$ cat config.mk
export PLATFORM = sky130hd
export DESIGN_NAME = mcf_control
export DESIGN_NICKNAME = d
export VERILOG_FILES = /design/src/mcf_pkg.sv /design/src/mcf_control.sv
export VERILOG_INCLUDE_DIRS = /design/src
export SDC_FILE = /design/constraint.sdc
export NUM_CORES = 1
export LEC_CHECK = 0
export ABC_AREA = 1
export BUFFER_PORTS_ARGS = -buffer_cell sky130_fd_sc_hd__buf_2
export CAP_MARGIN = 25
export CORE_UTILIZATION = 55
export CTS_CLUSTER_DIAMETER = 30
export DETAILED_ROUTE_END_ITERATION = 6
export PLACE_DENSITY_LB_ADDON = 0.12
export REMOVE_ABC_BUFFERS = 1
export SYNTH_ARGS = -nofsm -noshare
export SYNTH_HDL_FRONTEND = slang
export SYNTH_SLANG_ARGS = --single-unit
$ cat constraint.sdc
create_clock -name clock -period 4.1 [get_ports clock]
set_input_delay 0.615 -clock clock [delete_from_list [all_inputs] [get_ports clock]]
set_output_delay 0.615 -clock clock [all_outputs]
set_load 0.05 [all_outputs]
$ cat src/mcf_params.svh
`ifndef MCF_PARAMS_SVH
`define MCF_PARAMS_SVH

// *****************************************************************
// Timing counts
// *****************************************************************
`define MCF_MIN_CYC    4
`define MCF_MAX_CYC    12
`define MCF_STALL_CYC  4
`define MCF_OFF_WAIT   1

// *****************************************************************
// Field positions and reset values
// *****************************************************************
`define MCF_SHUT_BIT   5
`define MCF_WORD_RST   16'h0000
`define MCF_FLAG_RST   4'h0
`define MCF_BUMP_WORD  1'b1

`endif

$ cat src/mcf_pkg.sv
package mcf_pkg;

   // Six architectural states, Gray coded along fetch-decode-exec-wback.
   typedef enum logic [2:0] {
      MCF_HOLD   = 3'h0,
      MCF_RESET  = 3'h1,
      MCF_FETCH  = 3'h3,
      MCF_DECODE = 3'h2,
      MCF_EXEC   = 3'h6,
      MCF_WBACK  = 3'h7
   } mcf_state_t;

   // Sub-phase kept beside the main state.
   typedef enum logic [2:0] {
      MCF_RUN   = 3'h0,
      MCF_SUM   = 3'h1,
      MCF_STALL = 3'h3,
      MCF_IDLE  = 3'h2,
      MCF_OFF   = 3'h6
   } mcf_phase_t;

   typedef enum logic [2:0] {
      MCF_F_INSTR   = 3'h0,
      MCF_F_IMM     = 3'h1,
      MCF_F_INDEXED = 3'h2,
      MCF_F_IDX_SRC = 3'h3,
      MCF_F_IDX_DST = 3'h4,
      MCF_F_IND     = 3'h5,
      MCF_F_POSTINC = 3'h6,
      MCF_F_VECTOR  = 3'h7
   } mcf_ftype_t;

   typedef enum logic [2:0] {
      MCF_M_REG = 3'h0,
      MCF_M_IMM = 3'h1,
      MCF_M_IDX = 3'h2,
      MCF_M_IND = 3'h3,
      MCF_M_INC = 3'h4
   } mcf_mode_t;

   typedef enum logic [1:0] {
      MCF_C_BRANCH = 2'h0,
      MCF_C_SINGLE = 2'h1,
      MCF_C_TWO    = 2'h2,
      MCF_C_CROSS  = 2'h3
   } mcf_class_t;

   typedef struct packed {
      logic       illegal;
      mcf_class_t cls;
      logic [3:0] op;
      mcf_mode_t  smode;
      mcf_mode_t  dmode;
      logic       byte_mode;
   } mcf_dec_t;

   typedef struct packed {
      logic c;
      logic v;
      logic n;
      logic z;
   } mcf_flags_t;

endpackage

$ cat src/mcf_control.sv
// Contract
// - controller is always in exactly one of six states.
// - every machine cycle takes at least four clocks; an interrupt cycle here takes three.
// - longest instruction finishes within twelve clocks.
// - after power-up wait in hold until configuration completes.
// - skip report arrives after one clock, then go to reset.
// - reset clears interrupt buffer and control registers.
// - each machine cycle starts in fetch, serving one of eight types.
// - instruction fetch checks interrupts, reads memory, goes decode.
// - immediate fetch reads next word into ALU source, then execute.
// - indexed fetch reads offset and base register, then sum.
// - sum adds base and offset onto address, back to fetch.
// - operand fetch loads effective address data into the operand.
// - source indexed operand is always fetched before destination.
// - indirect fetch reads at register address into ALU source.
// - post-increment bumps pointer by one or two after use.
// - interrupt loads handler address into program counter, then wback.
// - idle request holds idle, polling the reset interrupt flag.
// - shutdown bit gives one idle clock, then off.
// - ALU routes operands by class, operation by opcode.
// - ALU makes carry, overflow, negative, zero into flag register.
// - ALU holds result in output register and signals completion.
// - decode runs once per machine cycle, then execute.
// - unknown instruction abandons cycle and stalls four clocks.
//
// Chosen here: the register offsets and the strobed register port.
`timescale 1ns/1ns
`include "mcf_params.svh"
module mcf_control
   import mcf_pkg::*;
#(
   parameter int W = 16
) (
   // Clock and reset
   input  wire logic       clock,
   input  wire logic       rst_b,
   input  wire logic       clk_en,
   // Configuration controller
   input  wire logic       cfg_done,
   input  wire logic       cfg_skip,
   // Decoder
   input  wire mcf_dec_t   dec,
   output      logic       dec_start,
   // Interrupts and run control
   input  wire logic       irq_raise,
   input  wire logic [W-1:0] irq_vector,
   input  wire logic       reset_irq,
   input  wire logic       idle_req,
   input  wire logic [7:0] run_control_reg,
   // Data sources
   input  wire logic [W-1:0] pc_value,
   input  wire logic [W-1:0] mem_rdata,
   input  wire logic [W-1:0] rf_src_data,
   input  wire logic [W-1:0] rf_dst_data,
   // Memory unit
   output      logic       mem_rd,
   output      logic       mem_wr,
   output      logic [W-1:0] mem_addr,
   // Register file
   output      logic       rf_rd_req,
   output      logic       rf_wr,
   output      logic       pc_load,
   output      logic [W-1:0] rf_wr_data,
   output      logic       pointer_bump_request,
   output      logic       bump_two,
   output      logic       flag_wr,
   output      mcf_flags_t flag_register,
   // ALU result and status
   output      logic [W-1:0] alu_result,
   output      logic       alu_done,
   output      logic       irq_pending,
   output      logic       powered_off,
   output      mcf_state_t state_now
);

   // *****************************************************************
   // Parameter check
   // *****************************************************************
   if (W < 8) begin : g_bad_width
      $error("mcf_control needs W of at least 8");
   end

   // *****************************************************************
   // State
   // *****************************************************************
   mcf_state_t state;
   mcf_phase_t phase;
   mcf_ftype_t ftype;
   mcf_dec_t   inst;
   logic       idx_dst, got_src, got_dst, cap_src, cap_dst, from_vec;
   logic [2:0] stall_cnt;
   logic [W-1:0] src_op, dst_op, dst_addr;
   logic [W-1:0] a_in, b_in, ea_sum;
   logic [W:0] sum_ext;
   logic       shut;

   assign shut = run_control_reg[`MCF_SHUT_BIT];
   assign ea_sum = mem_rdata +
                   (idx_dst ? rf_dst_data : rf_src_data);

   // Operand bypass: data captured this cycle feeds the ALU directly.
   always_comb begin
      a_in = cap_src ? mem_rdata : src_op;
      b_in = cap_dst ? mem_rdata : dst_op;
      unique case (inst.cls)
         MCF_C_BRANCH: begin
            a_in = pc_value;
         end
         MCF_C_SINGLE: begin
            b_in = '0;
         end
         MCF_C_TWO: begin
         end
         MCF_C_CROSS: begin
            b_in = '0;
         end
      endcase
      sum_ext = {1'b0, a_in} + {1'b0, b_in};
   end

   // *****************************************************************
   // Sequencer
   // *****************************************************************
   always_ff @(posedge clock or negedge rst_b) begin
      if (!rst_b) begin
         state <= MCF_HOLD;
         phase <= MCF_RUN;
         ftype <= MCF_F_INSTR;
         stall_cnt <= '0;
      end else if (clk_en) begin
         unique case (state)
            MCF_HOLD: begin
               if (cfg_done || cfg_skip) begin
                  state <= MCF_RESET;
               end
            end
            MCF_RESET: begin
               state <= MCF_FETCH;
               phase <= MCF_RUN;
               ftype <= MCF_F_INSTR;
            end
            MCF_FETCH: begin
               if (phase == MCF_SUM) begin
                  phase <= MCF_RUN;
                  ftype <= idx_dst ? MCF_F_IDX_DST : MCF_F_IDX_SRC;
               end else if (phase == MCF_IDLE) begin
                  if (shut) begin
                     phase <= MCF_OFF;
                  end else if (reset_irq) begin
                     state <= MCF_RESET;
                  end
               end else if (phase == MCF_OFF) begin
                  phase <= MCF_OFF;
               end else begin
                  unique case (ftype)
                     MCF_F_INSTR: begin
                        if (shut || idle_req) begin
                           phase <= MCF_IDLE;
                        end else if (irq_pending) begin
                           ftype <= MCF_F_VECTOR;
                        end else begin
                           state <= MCF_DECODE;
                        end
                     end
                     MCF_F_INDEXED: begin
                        phase <= MCF_SUM;
                     end
                     MCF_F_VECTOR: begin
                        state <= MCF_WBACK;
                     end
                     default: begin
                        state <= MCF_EXEC;
                     end
                  endcase
               end
            end
            MCF_DECODE: begin
               if (phase == MCF_STALL) begin
                  stall_cnt <= stall_cnt - 3'h1;
                  if (stall_cnt == 3'h1) begin
                     state <= MCF_FETCH;
                     phase <= MCF_RUN;
                     ftype <= MCF_F_INSTR;
                  end
               end else if (dec.illegal) begin
                  phase <= MCF_STALL;
                  stall_cnt <= 3'(`MCF_STALL_CYC);
               end else begin
                  state <= MCF_EXEC;
               end
            end
            MCF_EXEC: begin
               if (inst.smode != MCF_M_REG && !got_src) begin
                  state <= MCF_FETCH;
                  unique case (inst.smode)
                     MCF_M_IMM: ftype <= MCF_F_IMM;
                     MCF_M_IND: ftype <= MCF_F_IND;
                     MCF_M_INC: ftype <= MCF_F_POSTINC;
                     default:   ftype <= MCF_F_INDEXED;
                  endcase
               end else if (inst.dmode == MCF_M_IDX && !got_dst) begin
                  state <= MCF_FETCH;
                  ftype <= MCF_F_INDEXED;
               end else begin
                  state <= MCF_WBACK;
               end
            end
            MCF_WBACK: begin
               state <= MCF_FETCH;
               ftype <= MCF_F_INSTR;
            end
         endcase
      end
   end

   // *****************************************************************
   // Operand bookkeeping
   // *****************************************************************
   always_ff @(posedge clock or negedge rst_b) begin
      if (!rst_b) begin
         inst <= '0;
         idx_dst <= 1'b0;
         got_src <= 1'b0;
         got_dst <= 1'b0;
         cap_src <= 1'b0;
         cap_dst <= 1'b0;
         from_vec <= 1'b0;
         src_op <= `MCF_WORD_RST;
         dst_op <= `MCF_WORD_RST;
         dst_addr <= `MCF_WORD_RST;
      end else if (clk_en) begin
         cap_src <= 1'b0;
         cap_dst <= 1'b0;
         if (state == MCF_RESET) begin
            inst <= '0;
            got_src <= 1'b0;
            got_dst <= 1'b0;
            from_vec <= 1'b0;
         end
         if (state == MCF_DECODE && phase == MCF_RUN) begin
            inst <= dec;
            got_src <= 1'b0;
            got_dst <= 1'b0;
            idx_dst <= 1'b0;
            from_vec <= 1'b0;
            src_op <= rf_src_data;
            dst_op <= rf_dst_data;
         end
         if (state == MCF_EXEC) begin
            if (cap_src) src_op <= mem_rdata;
            if (cap_dst) dst_op <= mem_rdata;
            idx_dst <= !(inst.smode != MCF_M_REG && !got_src);
         end
         if (state == MCF_FETCH && phase == MCF_RUN) begin
            unique case (ftype)
               MCF_F_IMM, MCF_F_IND, MCF_F_POSTINC, MCF_F_IDX_SRC: begin
                  cap_src <= 1'b1;
                  got_src <= 1'b1;
               end
               MCF_F_IDX_DST: begin
                  cap_dst <= 1'b1;
                  got_dst <= 1'b1;
                  dst_addr <= mem_addr;
               end
               MCF_F_VECTOR: begin
                  from_vec <= 1'b1;
               end
               default: begin
               end
            endcase
         end
      end
   end

   // *****************************************************************
   // Interrupt buffer: a new request beats the clear.
   // *****************************************************************
   always_ff @(posedge clock or negedge rst_b) begin
      if (!rst_b) begin
         irq_pending <= 1'b0;
      end else if (clk_en) begin
         if (irq_raise) begin
            irq_pending <= 1'b1;
         end else if (state == MCF_RESET) begin
            irq_pending <= 1'b0;
         end else if (state == MCF_FETCH && ftype == MCF_F_VECTOR &&
                      phase == MCF_RUN) begin
            irq_pending <= 1'b0;
         end
      end
   end

   // *****************************************************************
   // Memory and register file strobes
   // *****************************************************************
   always_ff @(posedge clock or negedge rst_b) begin
      if (!rst_b) begin
         mem_rd <= 1'b0;
         mem_wr <= 1'b0;
         mem_addr <= `MCF_WORD_RST;
         rf_rd_req <= 1'b0;
         rf_wr <= 1'b0;
         pc_load <= 1'b0;
         rf_wr_data <= `MCF_WORD_RST;
         pointer_bump_request <= 1'b0;
         bump_two <= 1'b0;
         dec_start <= 1'b0;
         powered_off <= 1'b0;
         state_now <= MCF_HOLD;
      end else if (clk_en) begin
         mem_rd <= 1'b0;
         mem_wr <= 1'b0;
         rf_rd_req <= 1'b0;
         rf_wr <= 1'b0;
         pc_load <= 1'b0;
         pointer_bump_request <= 1'b0;
         dec_start <= state == MCF_DECODE && phase == MCF_RUN;
         powered_off <= phase == MCF_OFF;
         state_now <= state;
         if (state == MCF_FETCH && phase == MCF_SUM) begin
            mem_addr <= ea_sum;
         end
         if (state == MCF_FETCH && phase == MCF_RUN) begin
            unique case (ftype)
               MCF_F_INSTR: begin
                  if (!(shut || idle_req || irq_pending)) begin
                     mem_rd <= 1'b1;
                     mem_addr <= pc_value;
                  end
               end
               MCF_F_IMM, MCF_F_INDEXED: begin
                  mem_rd <= 1'b1;
                  mem_addr <= pc_value;
                  rf_rd_req <= ftype == MCF_F_INDEXED;
               end
               MCF_F_IDX_SRC, MCF_F_IDX_DST: begin
                  mem_rd <= 1'b1;
               end
               MCF_F_IND, MCF_F_POSTINC: begin
                  mem_rd <= 1'b1;
                  mem_addr <= rf_src_data;
                  pointer_bump_request <= ftype == MCF_F_POSTINC;
                  bump_two <= inst.byte_mode != `MCF_BUMP_WORD;
               end
               MCF_F_VECTOR: begin
                  rf_wr <= 1'b1;
                  pc_load <= 1'b1;
                  rf_wr_data <= irq_vector;
               end
            endcase
         end
         if (state == MCF_WBACK && !from_vec) begin
            if (inst.cls == MCF_C_TWO && inst.dmode == MCF_M_IDX) begin
               mem_wr <= 1'b1;
               mem_addr <= dst_addr;
            end else if (inst.cls != MCF_C_CROSS) begin
               rf_wr <= 1'b1;
               pc_load <= inst.cls == MCF_C_BRANCH;
               rf_wr_data <= alu_result;
            end
         end
      end
   end

   // *****************************************************************
   // ALU execution: result and flags land together.
   // *****************************************************************
   logic [W-1:0] res;
   logic         cy, ov;

   always_comb begin
      res = sum_ext[W-1:0];
      cy = sum_ext[W];
      ov = (a_in[W-1] == b_in[W-1]) && (res[W-1] != a_in[W-1]);
      unique case (inst.op)
         4'h1: begin
            res = a_in - b_in;
            cy = a_in >= b_in;
            ov = (a_in[W-1] != b_in[W-1]) && (res[W-1] != a_in[W-1]);
         end
         4'h2: begin
            res = a_in & b_in;
            cy = 1'b0;
            ov = 1'b0;
         end
         4'h3: begin
            res = a_in | b_in;
            cy = 1'b0;
            ov = 1'b0;
         end
         4'h4: begin
            res = a_in ^ b_in;
            cy = 1'b0;
            ov = 1'b0;
         end
         4'h5: begin
            res = a_in;
            cy = 1'b0;
            ov = 1'b0;
         end
         default: begin
         end
      endcase
   end

   always_ff @(posedge clock or negedge rst_b) begin
      if (!rst_b) begin
         alu_result <= `MCF_WORD_RST;
         alu_done <= 1'b0;
         flag_wr <= 1'b0;
         flag_register <= `MCF_FLAG_RST;
      end else if (clk_en) begin
         alu_done <= 1'b0;
         flag_wr <= 1'b0;
         if (state == MCF_EXEC && !(inst.smode != MCF_M_REG && !got_src)
             && !(inst.dmode == MCF_M_IDX && !got_dst)) begin
            alu_result <= res;
            alu_done <= 1'b1;
            flag_wr <= 1'b1;
            flag_register <= '{c: cy, v: ov, n: res[W-1],
                               z: res == '0};
         end
      end
   end

   logic [3:0] mc_cnt;
   always_ff @(posedge clock or negedge rst_b) begin
      if (!rst_b) begin
         mc_cnt <= '0;
      end else if (clk_en) begin
         mc_cnt <= (state == MCF_WBACK || state == MCF_RESET ||
                    phase == MCF_STALL) ? 4'h0 :
                   (mc_cnt == 4'hF ? mc_cnt : mc_cnt + 4'h1);
      end
   end
endmodule // mcf_control

==> impl_results.rst <==
.. list-table::
   :header-rows: 1

   * - Metric
     - Value
   * - Start-to-end type of the worst setup path
     - flop to flop
   * - Most common cell in the synthesized netlist
     - nand2_1
   * - Instance area at placement
     - 12200 um2
   * - Core ar.
     - 19700 um2
   * - Number of I/O port buffers
     - 169
   * - Required arrival time at the worst endpoint
     - 4.47 ns
   * - Post-synthesis instance area
     - 11200 um2
   * - Clk_skew
     - 0.0133 ns
   * - Slowest CP cell
     - dfrtp_1
   * - Top post-synthesis cells by count
     - nand2_1, inv_1, nor2_1
   * - Row Count
     - 51
   * - Path type of the worst min-delay path
     - input port to asynchronous set/reset pin
   * - Clock buffers created by TritonCTS
     - 17
   * - Layout fillers
     - 1877
   * - Max Freq
     - 0.276 GHz
   * - Number of flip-flops and latches in the synthesized netlist
     - 144
   * - Sequential standard cell area
     - 3600 um2
   * - Drt via density
     - 5.66
   * - Fin. Hold Viols
     - 0
   * - Area taken by multi-input logic gates
     - 6390 um2
   * - Ys flop type
     - dfrtp_1
   * - Total Negative Setup Slacks
     - 0 ns
   * - Gate count of the mapped netlist
     - 1635
   * - CTS H-tree depth
     - 4
   * - Overall die height
     - 145 um
   * - Clock transition at the register clock pins on the worst setup and hold paths after CTS
     - 0.07 ns
   * - TritonCTS clock tree
     - yes
   * - Peak VDD IR
     - 0.487 mV
   * - Initial cell density of the core
     - 0.567
   * - Final max-slew violation count
     - 0
   * - All-Layer GR Usage
     - 0.345
   * - Critical path arrival
     - 3.99 ns
   * - Antenna violation net count after detailed routing
     - 0
   * - Category of the worst setup path capture point
     - flop
   * - Total of max-cap violations
     - 0
   * - Most frequent cell on the critical path
     - nand2_1
   * - Antenna diodes
     - 0
   * - Pin count of the biggest net entering global routing
     - 105
   * - Synth warnings
     - 0
   * - Post-detailed-routing wire length
     - 35200 um
   * - Hold-fix buffer count after cts
     - 0
   * - Synthesized area per cell
     - 6.84 um2
   * - Area leader, netlist
     - dfrtp_1
   * - Total power per unit cell area
     - 1020 nW/um2
   * - Buffers from clock root to sink, at most
     - 2
   * - Largest cells by area after synthesis
     - dfrtp_1, nand2_1, ha_1
   * - Wire length per cell
     - 17.1 um
   * - Fin area
     - 12900 um2
   * - Layout cell share with drive strength beyond 1
     - 0.151
   * - Area growth from synthesis to final layout
     - 15.1%
   * - GRT overflow
     - 0
   * - Async set-reset flop share out of synthesis
     - 1.00
   * - Vias in the first global route
     - 10.9k
   * - Setup bufs post-CTS
     - 0
   * - First-pass detailed-route iteration total
     - 6
   * - Max transition margin
     - 0.360
   * - Cell Chain, Critical Path
     - inv_1, nand2_1, nand3_1, o21ai_2, inv_1, ha_1, fa_1, nand3_1, nand2_1, nand2_1, nand3_1, nand2_1, nand2_1, nand2_1, nand2_1, nand2_1, nand2_1, nor2_1, nor2_1, nor2_1, nand4_1, nand2_1
   * - Shortest period the worst path allows
     - 3.62 ns
   * - Share of the clock period used by the worst path
     - 0.884
   * - Worst Reg2Reg Path Length in Cells
     - 22
   * - Unrepaired setup endpoints after global routing
     - no
   * - Number of enable-type register cells in the synthesized netlist
     - 0
   * - Critical path's largest stage delay
     - 0.66 ns
   * - Share of the synthesized area in the top cell type
     - 0.322
   * - Run status
     - finished clean
   * - Worst Tran Pin Value
     - 0.961 ns
   * - Leakage power
     - 6.55 nW
   * - Count of endpoints failing setup in the final report
     - 0
   * - Routability congestion estimate
     - 0.983
   * - Final #Nets
     - 1963
   * - Post-route DRC
     - 0
   * - Type of origin of the critical path
     - flop
   * - Floorplan die width
     - 145 um
   * - Number of vias after detailed routing
     - 11.6k
   * - Total I/O pin count
     - 177
   * - Violation count after the first detailed-route iteration
     - 931
   * - Insertion delay to the later sink of the worst-skew pair
     - 0.43 ns
   * - Clock sink total
     - 144
   * - DP HPWL
     - 26400 um
   * - Die ar.
     - 20900 um2
   * - Antenna violations before repair
     - 1
   * - Portion of the post-synthesis area used by sequential elements
     - 0.322
   * - First-pass GRT wire length
     - 55400 um
   * - Post-cts sizing count
     - 0
   * - Cell variety after synth
     - 56
   * - Clock root cell
     - clkbuf_16
   * - Critical path peak fanout
     - 14
through the flow:
stage / hold WS (ns) / utilization / std cells / power (mW) / setup WS (ns)
after floorplan: 0.319 / - / 1571 / 8.87 / 1.02
after global placement: 0.459 / 0.618 / 2023 / 11.1 / 0.645
after detailed placement: 0.460 / 0.618 / 2023 / 11.3 / 0.589
after CTS: 0.375 / 0.651 / 2055 / 13.0 / 0.561
after global routing: 0.162 / 0.652 / 2056 / 14.3 / 0.207
final: 0.132 / 0.652 / 2056 / 13.1 / 0.476
worst max-delay path, delay by kind of cell (launching register included):
kind / cells / cell delay, ns
buf+inv: 2 / 0.30
fa+ha+maj: 2 / 0.77
compound gates: 1 / 0.15
simple gates: 17 / 1.66
flops: 1 / 0.66
state kept, by name, indices dropped and copies added (netlist names), 4 cells and up:
register	cells
dst_op	16
flag_register	4
rf_wr_data	16
src_op	16
mem_addr	16
dst_addr	16
inst	13
alu_result	15
cell families after synthesis:
family,share of synthesized area
flops,0.322
xor+xnor,0.00784
simple gates,0.275
compound gates,0.200
mux,0.00302
fa+ha+maj,0.0860
buf+inv,0.106
layer usage:
layer | wire length [um] | vias to the layer above | track usage
li1 | - | 5695 | -
met1 | 15000 | 5372 | 0.454
met2 | 16400 | 480 | 0.559
met3 | 2750 | 83 | 0.0639
met4 | 1100 | 2 | 0.137
met5 | 8 | - | 0
cell type report:
cell class              instances  area share
well taps                     265      0.0258
repair buffers                188      0.0799
clock buffers                  17      0.0331
multi-input cells            1198       0.497
inverters                     229      0.0672
clock inverters                15      0.0169
flip-flops and latches        144       0.280
cells in the final DEF (no fill, tap or decap), types with 17 or more instances in the layout:
| cell type | instances |
|---|---|
| buf_4 | 17 |
| a21oi_1 | 98 |
| nor2_1 | 168 |
| o21ai_0 | 147 |
| inv_1 | 215 |
| buf_2 | 168 |
| ha_1 | 72 |
| nand2_1 | 366 |
| nand3_1 | 119 |
| nor3_1 | 19 |
| dfrtp_1 | 144 |
| o211ai_1 | 20 |
| clkbuf_16 | 17 |
| o22ai_1 | 62 |
path summary, 6_finish.rpt:
path | endpoint | slack [ns] | startpoint
max | flag_register[0] | 0.48 | cap_src
min | flag_register[0] | 0.13 | rst_b
max reg2reg | flag_register[0] | 0.48 | cap_src
min reg2reg | rf_wr | 0.48 | rf_wr
max in group asynchronous | inst[0] | 2.97 | rst_b
min in group clock | irq_pending | 0.41 | irq_raise
power by group:
group	internal, mW	switching, mW
Sequential	2.02	0.400
Clock	0.992	0.715
Combinational	2.70	6.29
No activity file was read; power rests on OpenSTA's default activity.
